`src/core/nrd_top_fix.sv`:
```
`timescale 1ns/1ns

```
`src/include/nrd_pkg.sv`:
```
// Shared constants for the non-maskable interrupt control unit
package nrd_pkg;

   // Register byte offsets on the bus
   localparam logic [7:0] ADDR_CONTROL = 8'h00;
   localparam logic [7:0] ADDR_UNLOCK = 8'h04;
   localparam logic [7:0] ADDR_IRQ_STATUS = 8'h08;
   localparam logic [7:0] ADDR_IRQ_MASK = 8'h0c;
   localparam logic [7:0] ADDR_COUNTER = 8'h10;

   // Field positions inside the control register
   localparam int BIT_WDT_RUN = 24;
   localparam int BIT_SOFT_NMI = 23;
   localparam int BIT_GEN_NMI = 19;
   localparam int BIT_CLK_FAIL = 17;
   localparam int BIT_WDT_SLEEP = 16;
   localparam int RELOAD_W = 16;

   // Reset values and counter compare constants
   localparam logic [31:0] CONTROL_RESET = 32'h0000_0000;
   localparam logic [15:0] RELOAD_RESET = 16'h0000;
   localparam logic [15:0] RELOAD_NO_DELAY = 16'h0000;
   localparam logic [15:0] COUNT_LAST = 16'h0001;

   // Unlock keys, values are arbitrary
   localparam logic [31:0] UNLOCK_KEY1 = 32'h0000_a5a5;
   localparam logic [31:0] UNLOCK_KEY2 = 32'h0000_5a5a;

   // Interrupt status and mask layout
   localparam int IRQ_W = 3;
   localparam int IRQ_NMI = 0;
   localparam int IRQ_RESET = 1;
   localparam int IRQ_CANCEL = 2;
   localparam logic [IRQ_W-1:0] IRQ_RESET_VAL = 3'h0;

   // Synchroniser depth plus one delay stage for edge detection
   localparam int SYNC_W = 3;

endpackage

```
`src/include/nrd_cnt_if.sv`:
```
`timescale 1ns/1ns
// Link between the control logic and the reset delay counter
interface nrd_cnt_if;
   logic start;
   logic cancel;
   logic [15:0] reload;
   logic fire;
   logic busy;
   logic [15:0] count;

   modport ctrl (output start, output cancel, output reload,
                 input fire, input busy, input count);
   modport cnt (input start, input cancel, input reload,
                output fire, output busy, output count);
endinterface

```
`src/core/nrd_delay_counter.sv`:
```
`timescale 1ns/1ns
// Reset delay down-counter
module nrd_delay_counter (
   input wire logic sys_clk,
   input wire logic sys_rst,
   nrd_cnt_if.cnt cnt
);

   typedef struct packed {
      logic busy;
      logic fire;
      logic [15:0] count;
   } nrd_cnt_state_t;

   nrd_cnt_state_t cnt_reg;
   nrd_cnt_state_t cnt_next;

   // Cancel outranks start so a cleared event never leaves a reset pending
   always_comb begin
      cnt_next = cnt_reg;
      cnt_next.fire = 1'b0;
      // RULE10 - cancel on clear
      if (cnt.cancel) begin
         cnt_next.busy = 1'b0;
         cnt_next.count = '0;
      end else if (cnt.start) begin
         // RULE9 - zero means immediate
         if (cnt.reload == nrd_pkg::RELOAD_NO_DELAY) begin
            cnt_next.fire = 1'b1;
            cnt_next.busy = 1'b0;
         end else begin
            // RULE8 - load reload value
            cnt_next.busy = 1'b1;
            cnt_next.count = cnt.reload;
         end
      end else if (cnt_reg.busy) begin
         if (cnt_reg.count == nrd_pkg::COUNT_LAST) begin
            cnt_next.fire = 1'b1;
            cnt_next.busy = 1'b0;
            cnt_next.count = '0;
         end else begin
            cnt_next.count = cnt_reg.count - 16'h0001;
         end
      end
   end

   // State register
   always_ff @(posedge sys_clk) begin
      if (sys_rst) begin
         cnt_reg <= '0;
      end else begin
         cnt_reg <= cnt_next;
      end
   end

   // Outputs straight from flops
   assign cnt.fire = cnt_reg.fire;
   assign cnt.busy = cnt_reg.busy;
   assign cnt.count = cnt_reg.count;

endmodule // nrd_delay_counter

```
`src/core/nrd_top.sv`:
```
// Chosen here: the Wishbone register port and the register offsets.
`timescale 1ns/1ns
// How it works
// RULE1 - Run-mode watchdog expiry sets the run flag and raises the NMI.
// RULE2 - Software writing one to the run flag makes a watchdog NMI and starts counting.
// RULE3 - Soft trigger bit raises the NMI and reads one while recorded.
// RULE4 - General trigger bit raises a general NMI and reads one while recorded.
// RULE5 - Clock failure detection sets the clock fail flag and raises the NMI.
// RULE6 - Software setting clock fail raises the NMI without requesting a clock switch.
// RULE7 - Watchdog expiry in sleep sets the sleep flag and wakes; it raises the NMI.
// RULE8 - The 16-bit reload gives system clock cycles before the device reset.
// RULE9 - Reload of zero asserts device reset right after the NMI.
// RULE10 - Clearing the run flag before the count ends prevents the reset.
// RULE11 - Only the run-mode watchdog event starts the reset counter.
// RULE12 - Control writes are ignored unless the unlock sequence was done first.
// RULE13 - Unimplemented control bits, including the top seven, read as zero.
// RULE14 - All flags and counter reset to zero; NMI stays high while any flag is set.
module nrd_top (
   input wire logic sys_clk,
   input wire logic sys_rst,
   input wire logic wb_cyc_i,
   input wire logic wb_stb_i,
   input wire logic wb_we_i,
   input wire logic [7:0] wb_adr_i,
   input wire logic [3:0] wb_sel_i,
   input wire logic [31:0] wb_dat_i,
   output logic [31:0] wb_dat_o,
   output logic wb_ack_o,
   input wire logic wdt_expire,
   input wire logic sleep_active,
   input wire logic clock_failure_monitor,
   output logic nmi_req,
   output logic device_reset_req,
   output logic wake_req,
   output logic clock_switch_req,
   output logic irq
);

   typedef struct packed {
      // Pin synchronisers, stage 0 is read only by stage 1
      logic [nrd_pkg::SYNC_W-1:0] wdt_s;
      logic [1:0] slp_s;
      logic [nrd_pkg::SYNC_W-1:0] cf_s;
      // Source flags
      logic wdt_run_timeout_flag;
      logic soft_nmi_trigger;
      logic general_nmi_trigger;
      logic clock_fail_flag;
      logic wdt_sleep_timeout_flag;
      logic [15:0] reset_delay_reload;
      // Write protection
      logic key_stage;
      logic unlocked;
      // Block interrupt
      logic [nrd_pkg::IRQ_W-1:0] irq_stat;
      logic [nrd_pkg::IRQ_W-1:0] irq_mask;
      // Counter start request
      logic cnt_start;
      // Bus answer
      logic ack;
      logic [31:0] rdata;
      // Registered outputs
      logic nmi;
      logic dev_rst;
      logic wake;
      logic clk_sw;
      logic irq;
   } nrd_state_t;

   nrd_state_t st_reg;
   nrd_state_t st_next;

   nrd_cnt_if cnt_bus ();

   // Reset delay counter
   nrd_delay_counter u_delay (
      .sys_clk (sys_clk),
      .sys_rst (sys_rst),
      .cnt (cnt_bus.cnt)
   );

   // Control register image as software sees it
   function automatic logic [31:0] ctl_image(input nrd_state_t s);
      logic [31:0] v;
      v = nrd_pkg::CONTROL_RESET;
      // RULE13 - unused bits zero
      v[nrd_pkg::BIT_WDT_RUN] = s.wdt_run_timeout_flag;
      v[nrd_pkg::BIT_SOFT_NMI] = s.soft_nmi_trigger;
      v[nrd_pkg::BIT_GEN_NMI] = s.general_nmi_trigger;
      v[nrd_pkg::BIT_CLK_FAIL] = s.clock_fail_flag;
      v[nrd_pkg::BIT_WDT_SLEEP] = s.wdt_sleep_timeout_flag;
      v[nrd_pkg::RELOAD_W-1:0] = s.reset_delay_reload;
      return v;
   endfunction

   // Byte-lane merge so narrow writes keep the other lanes
   function automatic logic [31:0] lane_merge(input logic [31:0] old_v,
                                              input logic [31:0] new_v,
                                              input logic [3:0] sel);
      logic [31:0] v;
      v = old_v;
      for (int i = 0; i < 4; i++) begin
         if (sel[i]) begin
            v[i*8 +: 8] = new_v[i*8 +: 8];
         end
      end
      return v;
   endfunction

   // Word decode ignores the two byte-select address bits
   function automatic logic hit(input logic [7:0] adr, input logic [7:0] base);
      return adr[7:2] == base[7:2];
   endfunction

   // Next-state logic
   always_comb begin
      logic req;
      logic taken;
      logic wr;
      logic rd;
      logic wctl;
      logic [31:0] wval;
      logic wdt_hit;
      logic asleep;
      logic cf_hit;
      logic any_flag;
      logic [nrd_pkg::IRQ_W-1:0] ev;
      logic [31:0] rval;

      req = 1'b0;
      taken = 1'b0;
      wr = 1'b0;
      rd = 1'b0;
      wctl = 1'b0;
      wval = '0;
      wdt_hit = 1'b0;
      asleep = 1'b0;
      cf_hit = 1'b0;
      any_flag = 1'b0;
      ev = '0;
      rval = '0;

      st_next = st_reg;

      // Two flops on each pin, a third only for the edge detector
      st_next.wdt_s = {st_reg.wdt_s[nrd_pkg::SYNC_W-2:0], wdt_expire};
      st_next.slp_s = {st_reg.slp_s[0], sleep_active};
      st_next.cf_s = {st_reg.cf_s[nrd_pkg::SYNC_W-2:0], clock_failure_monitor};

      wdt_hit = st_reg.wdt_s[1] & ~st_reg.wdt_s[2];
      asleep = st_reg.slp_s[1];
      cf_hit = st_reg.cf_s[1] & ~st_reg.cf_s[2];

      // Pulse outputs last one cycle
      st_next.wake = 1'b0;
      st_next.clk_sw = 1'b0;
      st_next.cnt_start = 1'b0;

      // Ack comes one cycle after the request; the action is at the ack edge
      req = wb_cyc_i & wb_stb_i;
      st_next.ack = req & ~st_reg.ack;
      taken = req & st_reg.ack;
      wr = taken & wb_we_i;
      rd = taken & ~wb_we_i;

      // Unlock key sequence; any other write to the key word relocks
      if (wr && hit(wb_adr_i, nrd_pkg::ADDR_UNLOCK)) begin
         if (wb_dat_i == nrd_pkg::UNLOCK_KEY1) begin
            st_next.key_stage = 1'b1;
            st_next.unlocked = 1'b0;
         end else if (st_reg.key_stage && wb_dat_i == nrd_pkg::UNLOCK_KEY2) begin
            st_next.key_stage = 1'b0;
            st_next.unlocked = 1'b1;
         end else begin
            st_next.key_stage = 1'b0;
            st_next.unlocked = 1'b0;
         end
      end

      // RULE12 - locked writes dropped
      wctl = wr && hit(wb_adr_i, nrd_pkg::ADDR_CONTROL) && st_reg.unlocked;
      wval = lane_merge(ctl_image(st_reg), wb_dat_i, wb_sel_i);

      // Software image first, so a hardware set in the same cycle wins
      if (wctl) begin
         // RULE2 - software run flag
         st_next.wdt_run_timeout_flag = wval[nrd_pkg::BIT_WDT_RUN];
         // RULE3 - soft trigger
         st_next.soft_nmi_trigger = wval[nrd_pkg::BIT_SOFT_NMI];
         // RULE4 - general trigger
         st_next.general_nmi_trigger = wval[nrd_pkg::BIT_GEN_NMI];
         // RULE6 - flag only, no switch
         st_next.clock_fail_flag = wval[nrd_pkg::BIT_CLK_FAIL];
         // RULE7 - software sleep flag
         st_next.wdt_sleep_timeout_flag = wval[nrd_pkg::BIT_WDT_SLEEP];
         // RULE8 - reload field
         st_next.reset_delay_reload = wval[nrd_pkg::RELOAD_W-1:0];
      end

      // RULE1 - run-mode expiry
      if (wdt_hit && !asleep) begin
         st_next.wdt_run_timeout_flag = 1'b1;
      end

      // RULE7 - sleep expiry wakes
      if (wdt_hit && asleep) begin
         st_next.wdt_sleep_timeout_flag = 1'b1;
         st_next.wake = 1'b1;
      end

      // RULE5 - monitor failure
      if (cf_hit) begin
         st_next.clock_fail_flag = 1'b1;
         st_next.clk_sw = 1'b1; // Only a real failure asks for the clock switch
      end

      // RULE14 - NMI while any flag
      any_flag = st_next.wdt_run_timeout_flag | st_next.soft_nmi_trigger |
                 st_next.general_nmi_trigger | st_next.clock_fail_flag |
                 st_next.wdt_sleep_timeout_flag;
      st_next.nmi = any_flag;

      // RULE11 - only run flag starts
      st_next.cnt_start = st_next.wdt_run_timeout_flag & ~st_reg.wdt_run_timeout_flag;

      // Device reset request follows the counter expiry by one flop
      st_next.dev_rst = cnt_bus.fire;

      // Block events for the interrupt status
      ev[nrd_pkg::IRQ_NMI] = any_flag & ~st_reg.nmi;
      ev[nrd_pkg::IRQ_RESET] = cnt_bus.fire;
      ev[nrd_pkg::IRQ_CANCEL] = cnt_bus.busy & ~st_reg.wdt_run_timeout_flag;

      // Read clears status, but an event in the same cycle survives
      if (rd && hit(wb_adr_i, nrd_pkg::ADDR_IRQ_STATUS)) begin
         st_next.irq_stat = ev;
      end else begin
         st_next.irq_stat = st_reg.irq_stat | ev;
      end

      // Mask register takes the low bits of the word
      if (wr && hit(wb_adr_i, nrd_pkg::ADDR_IRQ_MASK)) begin
         st_next.irq_mask = wb_dat_i[nrd_pkg::IRQ_W-1:0];
      end

      st_next.irq = |(st_next.irq_stat & st_next.irq_mask);

      // Read data is captured when the ack is issued; unmapped reads zero
      if (hit(wb_adr_i, nrd_pkg::ADDR_CONTROL)) begin
         rval = ctl_image(st_reg);
      end else if (hit(wb_adr_i, nrd_pkg::ADDR_UNLOCK)) begin
         rval = {30'h0, st_reg.key_stage, st_reg.unlocked};
      end else if (hit(wb_adr_i, nrd_pkg::ADDR_IRQ_STATUS)) begin
         rval = {29'h0, st_reg.irq_stat | ev};
      end else if (hit(wb_adr_i, nrd_pkg::ADDR_IRQ_MASK)) begin
         rval = {29'h0, st_reg.irq_mask};
      end else if (hit(wb_adr_i, nrd_pkg::ADDR_COUNTER)) begin
         rval = {15'h0, cnt_bus.busy, cnt_bus.count};
      end
      if (req && !st_reg.ack) begin
         st_next.rdata = rval;
      end
   end

   // Synchronous reset to constants only
   always_ff @(posedge sys_clk) begin
      if (sys_rst) begin
         st_reg <= '0;
      end else begin
         st_reg <= st_next;
      end
   end

   // Counter link; cancel whenever the run flag is clear
   assign cnt_bus.start = st_reg.cnt_start;
   // RULE10 - clear cancels count
   assign cnt_bus.cancel = ~st_reg.wdt_run_timeout_flag;
   assign cnt_bus.reload = st_reg.reset_delay_reload;

   // Outputs straight from flops
   assign wb_dat_o = st_reg.rdata;
   assign wb_ack_o = st_reg.ack;
   assign nmi_req = st_reg.nmi;
   assign device_reset_req = st_reg.dev_rst;
   assign wake_req = st_reg.wake;
   assign clock_switch_req = st_reg.clk_sw;
   assign irq = st_reg.irq;

endmodule // nrd_top

```
`config.mk`:
```
export PLATFORM = sky130hd
export DESIGN_NAME = nrd_top
export DESIGN_NICKNAME = d
export VERILOG_FILES = /design/src/core/nrd_top_fix.sv /design/src/include/nrd_pkg.sv /design/src/include/nrd_cnt_if.sv /design/src/core/nrd_delay_counter.sv /design/src/core/nrd_top.sv
export SDC_FILE = /design/constraint.sdc
export NUM_CORES = 1
export LEC_CHECK = 0
export ABC_AREA = 0
export BUFFER_PORTS_ARGS = -buffer_cell sky130_fd_sc_hd__buf_4
export CAP_MARGIN = 10
export CELL_PAD_IN_SITES_DETAIL_PLACEMENT = 0
export CELL_PAD_IN_SITES_GLOBAL_PLACEMENT = 2
export CORE_MARGIN = 10
export CORE_UTILIZATION = 32
export CTS_BUF_LIST = sky130_fd_sc_hd__clkbuf_16
export CTS_CLUSTER_SIZE = 25
export DETAILED_ROUTE_END_ITERATION = 6
export PLACE_DENSITY_LB_ADDON = 0.1
export SLEW_MARGIN = 20
export SYNTH_ARGS = -nofsm -noshare
export SYNTH_HDL_FRONTEND = slang
export SYNTH_HIERARCHICAL = 1
export SYNTH_SLANG_ARGS = --single-unit
```
`constraint.sdc`:
```
create_clock -name sys_clk -period 2.9 [get_ports sys_clk]
set_clock_uncertainty 0.15 [all_clocks]
set_input_delay 0.58 -clock sys_clk [delete_from_list [all_inputs] [get_ports sys_clk]]
set_output_delay 0.58 -clock sys_clk [all_outputs]
set_load 0.05 [all_outputs]
```
# After elaboration in Yosys (flattened, before gate mapping)
# Index checks and enable logic that the tools add are counted.
totals:
  memories: 0
  romBits: 0
  wordCells: 101
  register_bits: 94
  mem_bits_rw: 0
  latchBits: 0
  output_inout_bits: 38
op_classes:
  shifts: 0
  n_bitwise: 22
  n_reduce_logical: 19
  n_div: 0
  addsub: 1
  mul: 0
  n_eq_ne: 8
  magnitude_cmp: 0
  mux: 26
op_table:
  columns: ["operator", "count"]
  rows:
  - ["$mux 17", 4]
  - ["$mux 18", 2]
  - ["$eq 32x15->1 const B", 1]
  - ["$eq 32x16->1 const B", 1]
  - ["$mux 16", 2]
  - ["$mux 25", 1]
  - ["$mux 8", 3]
  - ["$mux 21", 1]
  - ["$eq 16x1->1 const B", 1]
  - ["$logic_not 16->1", 1]
  - ["$sub 16x1->16 const B", 1]
  - ["$eq 6x2->1 const B", 2]
  - ["$and 1x1->1", 10]
  - ["$logic_and 1x1->1", 9]
  - ["$mux 1", 9]
  - ["$eq 6x1->1 const B", 1]
  - ["$eq 6x3->1 const B", 1]
  - ["$logic_not 6->1", 1]
  - ["$mux 3", 2]
  - ["$not 1->1", 6]
  - ["$reduce_and 2->1", 3]
  - ["$mux 2", 2]
  - ["$or 1x1->1", 4]
  - ["$and 3x3->3", 1]
  - ["6 further kinds", 7]

# Logic depth before layout (Yosys ltp)
# Gate-level depths: netlist of run 1.
logic_depth:
  depth_word: 16
  mapped_depth: 9
  depth_no_buf: 7

# By module
# The synthesis of run 1 kept the hierarchy.
by_module_without_submodules:
  columns: ["mod", "cells_each", "instances", "area_each_um2", "seq_area_each_um2"]
  rows:
  - ["nrd_top", 350, 1, 2987.9, 1301.2]
  - ["nrd_delay_counter", 141, 1, 1161.1, 360.3]

# Worst setup path after synthesis of run 1
# OpenSTA, ideal clock, no wires.
synth_path:
  path_type: "input to register"
  from: "input wb_adr_i[2]"
  to: "register st_reg, in the netlist wb_dat_o[0]"
  path_buffers: 2
  setup_time_ps: 138
  arrival_ps: 2454
  required_ps: 2612
  path_slack_ps: 158
  stages: 7
  cell_sequence: "buf_6 or4_4 buf_6 o41a_1 a311o_1 nor4_4 o221ai_1"
synth_via:
  elab_chain_cells: 14
synth_rtl:
  columns: ["item", "line", "text"]
  rows:
  - ["start: declaration", "nrd_top.sv:24", "input wire logic [7:0] wb_adr_i,"]
  - ["$logic_not 6->1", "nrd_top.sv:112", "return adr[7:2] == base[7:2];"]
  - ["$logic_and 1x1->1 (2 in series)", "nrd_top.sv:181", "wctl = wr && hit(wb_adr_i, nrd_pkg::ADDR_CONTROL) && st_reg.unlocked;"]
  - ["$mux 21", "nrd_top.sv:185", "if (wctl) begin"]
  - ["$mux 1", "nrd_top.sv:201", "if (wdt_hit && !asleep) begin"]
  - ["$or 1x1->1 (2 in series)", "nrd_top.sv:218", "any_flag = st_next.wdt_run_timeout_flag | st_next.soft_nmi_trigger |"]
  - ["$or 1x1->1 (2 in series)", "nrd_top.sv:219", "st_next.general_nmi_trigger | st_next.clock_fail_flag |"]
  - ["$and 1x1->1", "nrd_top.sv:230", "ev[nrd_pkg::IRQ_NMI] = any_flag & ~st_reg.nmi;"]
  - ["$or 3x3->3", "nrd_top.sv:254", "rval = {29'h0, st_reg.irq_stat | ev};"]
  - ["$mux 17", "nrd_top.sv:253", "end else if (hit(wb_adr_i, nrd_pkg::ADDR_IRQ_STATUS)) begin"]
  - ["$mux 17", "nrd_top.sv:251", "end else if (hit(wb_adr_i, nrd_pkg::ADDR_UNLOCK)) begin"]
  - ["$mux 25 *", "nrd_top.sv:249", "if (hit(wb_adr_i, nrd_pkg::ADDR_CONTROL)) begin"]
  - ["end signal: assignment", "nrd_top.sv:270", "st_reg <= st_next;"]
  - ["end: declaration", "nrd_top.sv:70", "nrd_state_t st_reg;"]
# Every way passes the cells marked *; elsewhere a longest branch is shown, timed or not.
# A chain may end at the register's enable or synchronous reset.

# Final worst setup path of run 1
layout_path:
  from: "register st_reg, in the netlist cnt_bus.reload[11]"
  to: "register u_delay.cnt_reg, in the netlist u_delay/cnt.count[1]"
layout_via:
  elab_chain_cells: 3
layout_rtl:
  columns: ["item", "line", "text"]
  rows:
  - ["$logic_not 16->1", "nrd_delay_counter.sv:28", "if (cnt.reload == nrd_pkg::RELOAD_NO_DELAY) begin"]
  - ["$ne 2x2->1 (no source line)", null, null]
  - ["$reduce_and 2->1 (no source line)", null, null]
  - ["end signal: assignment", "nrd_delay_counter.sv:52", "cnt_reg <= cnt_next;"]
  - ["end: declaration", "nrd_delay_counter.sv:15", "nrd_cnt_state_t cnt_reg;"]
# Every way passes these cells.

==> flow_metrics.py, run 1 <==
metrics = {
    "place": {
        "place.gp.congestion": 0.871,
        "dpl.hpwl_mm": 9.99,
        "io_buffers": 76,
    },
    "logic_synthesis": {
        "synth-simple-area-share_pct": 29.4,
        "synth_top_family_by_area": "simple AND/OR/NAND/NOR gates",
        "ys_ff_latch": 83,
        "synthFlopType": "dfxtp_1",
        "avgSynthCellArea_um2": 8.45,
        "yosysTopAreaCellShare_pct": 40.0,
        "netlist-cell-type-count": 68,
        "ys_seq_area_share_pct": 40.0,
        "synth-compound-area-share_pct": 17.5,
        "yosysTopAreaCell": "dfxtp_1",
        "synth-xor-area-share_pct": 0.844,
        "synth.top_cells.by_area": "dfxtp_1 40%, buf_4 5.8%, a21oi_1 4.7%",
        "synth.mux.area_fraction_pct": 1.72,
        "async_flop_share_pct": 0,
        "synth_area_um2": 4150,
        "synth-warning-count": 6,
        "synth_adder_area_share_pct": 0.603,
        "synthCells": 491,
        "synth_edf_count": 0,
    },
    "sta": {
        "finalSetupViolCount": 0,
        "report.final.slew_viol_count": 0,
        "max_slew.worst_pin.slew_ns": 0.567,
        "fmax_ghz": 0.393,
        "setup-tns-final_ns": 0,
        "holdWs_ns": 0.269,
        "slew_headroom_pct": 62.1,
        "post-route-min-period_ns": 2.54,
        "rsz0062_at_grt": "false",
        "fin_crit_sh_pct": 87.7,
        "hold_viol_final": 0,
    },
    "finish": {
        "syn_to_final_growth_pct": 21.3,
        "diodes": 0,
        "drive_above_1_share_pct": 23.4,
        "largest_reg_flops": 21,
        "fin_nets": 600,
        "fillerInstances": 1326,
    },
    "power_and_ir_drop": {
        "power_leakage_nw": 1.96,
        "pwr_density_cell_nw_per_um2": 518,
        "vdd_drop_max_mv": 0.304,
    },
    "worst_setup_path": {
        "worstPathMaxFanout": 10,
        "critPathTopFamily": "simple AND/OR/NAND/NOR gates",
        "crit_path_end_kind": "flip-flop",
        "cp_slowest_cell": "or4_2",
        "max_stage_delay_ns": 0.72,
        "path_buf_inv": 1,
        "startpoint_type": "flip-flop",
        "worstPathRequired_ns": 2.96,
        "crit_arrival_ns": 2.60,
        "worstSetupPathType": "flip-flop to flip-flop",
        "path_cells": "or4_2 -> o41ai_4 -> buf_4 -> nand2_1 -> o21ai_0 -> a21oi_1",
    },
    "clocking": {
        "cts.clk_slew.worst_paths_ns": 0.06,
        "ctsRootBufferMaster": "clkbuf_16",
        "clock_latency_ns": 0.34,
        "cts_buffers": 9,
        "clock_sinks": 83,
        "cts_resized": 0,
        "ctsHoldBuffers": 0,
        "post_cts_buffers": 0,
        "tritoncts": "done",
        "h-tree-depth": 3,
        "clock_path_buffers": 2,
    },
    "min_path": {
        "hold_path.class": "flip-flop to flip-flop",
    },
    "global_route": {
        "grt_pass1_wl_mm": 21.3,
        "overflow": 0,
        "grt_start_max_net_pins": 37,
        "antenna_found_initial": 0,
        "grt_pass1_vias": 3837,
        "grt_util_all_layers_pct": 14.8,
    },
    "status": {
        "outcome": "complete, no violations",
    },
    "routing": {
        "route.detailed.drc": 0,
        "final_antenna_net_count": 0,
        "firstDrtPassIters": 4,
        "vias": 3775,
        "drt_iter0_drc": 273,
        "wl_per_cell_um": 18.1,
        "via_per_inst": 5.22,
        "wl_mm": 13.1,
    },
    "floorplan": {
        "start_util_pct": 32.7,
        "dieArea_um2": 17900,
        "fp.coreArea_um2": 12700,
        "ios": 90,
        "die_h_um": 134,
        "rows": 41,
        "die_w_um": 134,
    },
    "flow_run": {
        "drv_cap": 0,
    },
}
Yosys cell counts, types with 6 or more instances:
master,n
a221oi_1,17
inv_1,7
o21ai_0,11
buf_4,32
dfxtp_1,83
nand2_1,51
nand3_1,22
mux2i_1,6
nor2_1,41
clkbuf_1,24
nor4_1,11
nand4_1,8
a21oi_1,39
nor2b_1,14
nor3_1,29
placed cells by master (no fill, tap or decap), drive strengths merged, types with 3 or more instances in the layout:
cell type and count:
nor4 15, nand3 22, or2 4, buf 95, a21oi 39, and2 5
or3 3, a221oi 17, clkbuf 9, a32o 5, nor3b 4, nand2 51
a211oi 4, nor3 29, nor2b 14, conb 11, mux2i 6, o21ai 12
dfxtp 83, nand4 8, nor2 42, nand3b 3, and3 3, clkinv 4
inv 9, o32ai 4, or4 7
power by group:
part	total (mW)	switching, mW	internal [mW]
Sequential	1.18	0.0166	1.16
Clock	1.14	0.474	0.664
Combinational	0.290	0.187	0.104
Total	2.61	0.677	1.93
final cells by class:
class                           count  area [um^2]  area share [%]
Sequential cell                    83         1660            33.0
Multi-Input combinational cell    350         2120            42.2
Inverter                            7         26.3           0.522
Tap cell                          172          215            4.28
Timing Repair Buffer               95          713            14.2
Clock buffer                        9          225            4.47
Clock inverter                      7         67.6            1.34
kinds of logic after synthesis:
kind of cell	Yosys count
adders and majority gates	2
xor gates and xnor gates	4
buffers and inverters	68
AOI/OAI and AO/OA	102
DFF	83
and+or+nand+nor	224
muxes	7
other	1
per-layer routing:
metal	GRT usage (%)	vias to the layer above	wire, um
li1	-	1878	-
met1	19.8	1777	6370
met2	22.0	108	5730
met3	4.00	12	765
met4	5.50	0	204
met5	0	-	0
through the flow:
stage                     area (um^2)  std cells  setup slack [ns]  util (%)  total power, mW
after floorplan                  4190        501             0.158         -             1.41
final                            5030        723             0.356      39.7             2.61
after CTS                        5030        723             0.382      39.7             2.64
after global placement           4740        707            0.0982      37.4             1.50
after global routing             5030        723             0.242      39.7             2.72
after detailed placement         4740        707            0.0792      37.4             1.50
final timing paths:
check | slack, ns | depth (start not counted) | end | startpoint
worst max-delay path | 0.36 | 6 | u_delay/cnt.count[1]$_SDFFE_PP0P_ | cnt_bus.reload[11]$_SDFFE_PP0P_
worst max register to register | 0.36 | 6 | u_delay/cnt.count[1]$_SDFFE_PP0P_ | cnt_bus.reload[11]$_SDFFE_PP0P_
worst min-delay path | 0.27 | 1 | clock_switch_req$_SDFF_PP0_ | st_reg[70]$_SDFF_PP0_
worst min register to register | 0.27 | 1 | clock_switch_req$_SDFF_PP0_ | st_reg[70]$_SDFF_PP0_
Power figures use the tool's default switching activity.
==> inputs of run 2 (changes only) <==
- clock period: 2.9 -> 2.5 ns (I/O delays scaled with it)
==> flow_metrics.py, run 2 (synthesis results as in run 1) <==
metrics = {
    "status": {
        "outcome": "complete, no violations",
    },
    "worst_setup_path": {
        "crit_path_end_kind": "flip-flop",
        "path_buf_inv": 1,
        "worstSetupPathType": "flip-flop to flip-flop",
        "crit_arrival_ns": 2.48,
        "worstPathRequired_ns": 2.62,
        "worstPathMaxFanout": 8,
        "critPathTopFamily": "simple AND/OR/NAND/NOR gates",
        "max_stage_delay_ns": 0.55,
        "startpoint_type": "flip-flop",
        "path_cells": "or4_4 -> o41ai_4 -> and2_1 -> buf_4 -> a222oi_1 -> nor2_1",
        "cp_slowest_cell": "or4_4",
    },
    "sta": {
        "hold_viol_final": 0,
        "rsz0062_at_grt": "false",
        "holdWs_ns": 0.226,
        "setup-tns-final_ns": 0,
        "max_slew.worst_pin.slew_ns": 0.706,
        "report.final.slew_viol_count": 0,
        "fin_crit_sh_pct": 94.3,
        "fmax_ghz": 0.424,
        "finalSetupViolCount": 0,
        "post-route-min-period_ns": 2.36,
        "slew_headroom_pct": 52.8,
    },
    "routing": {
        "wl_mm": 13.1,
        "vias": 3838,
        "wl_per_cell_um": 17.7,
        "final_antenna_net_count": 0,
        "firstDrtPassIters": 5,
        "drt_iter0_drc": 216,
        "route.detailed.drc": 0,
        "via_per_inst": 5.20,
    },
    "power_and_ir_drop": {
        "total_power_mw": 2.90,
        "power_leakage_nw": 2.02,
        "pwr_density_cell_nw_per_um2": 565,
        "vdd_drop_max_mv": 0.227,
    },
    "floorplan": {
        "die_w_um": 134,
        "start_util_pct": 32.7,
        "fp.coreArea_um2": 12700,
        "rows": 41,
        "die_h_um": 134,
        "dieArea_um2": 17900,
        "ios": 90,
    },
    "clocking": {
        "cts_resized": 0,
        "tritoncts": "done",
        "clock_latency_ns": 0.34,
        "h-tree-depth": 3,
        "ctsRootBufferMaster": "clkbuf_16",
        "ctsHoldBuffers": 0,
        "cts.clk_slew.worst_paths_ns": 0.06,
        "post_cts_buffers": 0,
        "clock_path_buffers": 2,
        "cts_buffers": 9,
        "clock_sinks": 83,
    },
    "finish": {
        "drive_above_1_share_pct": 25.6,
        "syn_to_final_growth_pct": 23.7,
        "final_common_cell": "buf_4",
        "fin_cells": 738,
        "fin_nets": 616,
        "layout_common_cells": "110 x buf_4, 83 x dfxtp_1, 51 x nand2_1",
        "seq_area_um2": 1660,
        "fin_area_um2": 5130,
        "multi_input_comb_area_um2": 2120,
        "largest_reg_flops": 21,
        "fillerInstances": 1322,
        "diodes": 0,
    },
    "global_route": {
        "grt_pass1_vias": 3753,
        "antenna_found_initial": 0,
        "grt_pass1_wl_mm": 20.8,
        "grt_start_max_net_pins": 36,
        "overflow": 0,
        "grt_util_all_layers_pct": 14.7,
    },
    "place": {
        "dpl.hpwl_mm": 10.0,
        "place.gp.congestion": 0.860,
        "placed_area_um2": 4870,
        "post-place-cells": 723,
        "io_buffers": 76,
    },
    "flow_run": {
        "drv_cap": 0,
    },
    "min_path": {
        "hold_path.class": "input port to flip-flop",
    },
}
run 2: cell types whose count changed in the layout (fill, tap and decap cells not counted):
cell / change
buf_12: +1
buf_4: +15
clkinv_1: -1
clkinv_2: +1
inv_6: -1
clkinvlp_4: +3
clkinv_4: -2
bufinv_16: -1
run 2: path summary, 6_finish.rpt:
kind | depth (start not counted) | endpoint | start | slack, ns
setup / recovery | 6 | u_delay/cnt.count[3]$_SDFFE_PP0P_ | cnt_bus.reload[3]$_SDFFE_PP0P_ | 0.14
hold / removal | 2 | st_next[74]$_SDFF_PP0_ | wdt_expire | 0.23
setup reg to reg | 6 | u_delay/cnt.count[3]$_SDFFE_PP0P_ | cnt_bus.reload[3]$_SDFFE_PP0P_ | 0.14
hold reg to reg | 1 | clock_switch_req$_SDFF_PP0_ | st_reg[70]$_SDFF_PP0_ | 0.26
run 2: power breakdown:
part	internal (mW)	switching, mW
registers	1.35	0.0164
clock network	0.658	0.535
logic	0.121	0.219
run 2: metrics by stage:
stage	worst slack, ns	util (%)
global route	0.00422	40.5
floorplan	0.00866	-
finish	0.143	40.5
CTS	0.148	40.5
global placement	-0.118	38.5
detailed placement	-0.144	38.5
run 2: cell type report:
| cell class | instances | share of cell area (%) |
|---|---|---|
| clock buffers | 9 | 4.39 |
| clock inverters | 6 | 0.682 |
| inverters | 7 | 0.512 |
| multi-input cells | 350 | 41.4 |
| flip-flops and latches | 83 | 32.4 |
| well taps | 172 | 4.19 |
| repair buffers | 111 | 16.5 |
run 2: metal layers:
metal	vias up	track usage [%]	routed length, um
li1	1905	-	-
met1	1815	20.1	6380
met2	106	21.8	5780
met3	12	3.58	710
met4	0	5.14	179
met5	-	0	0
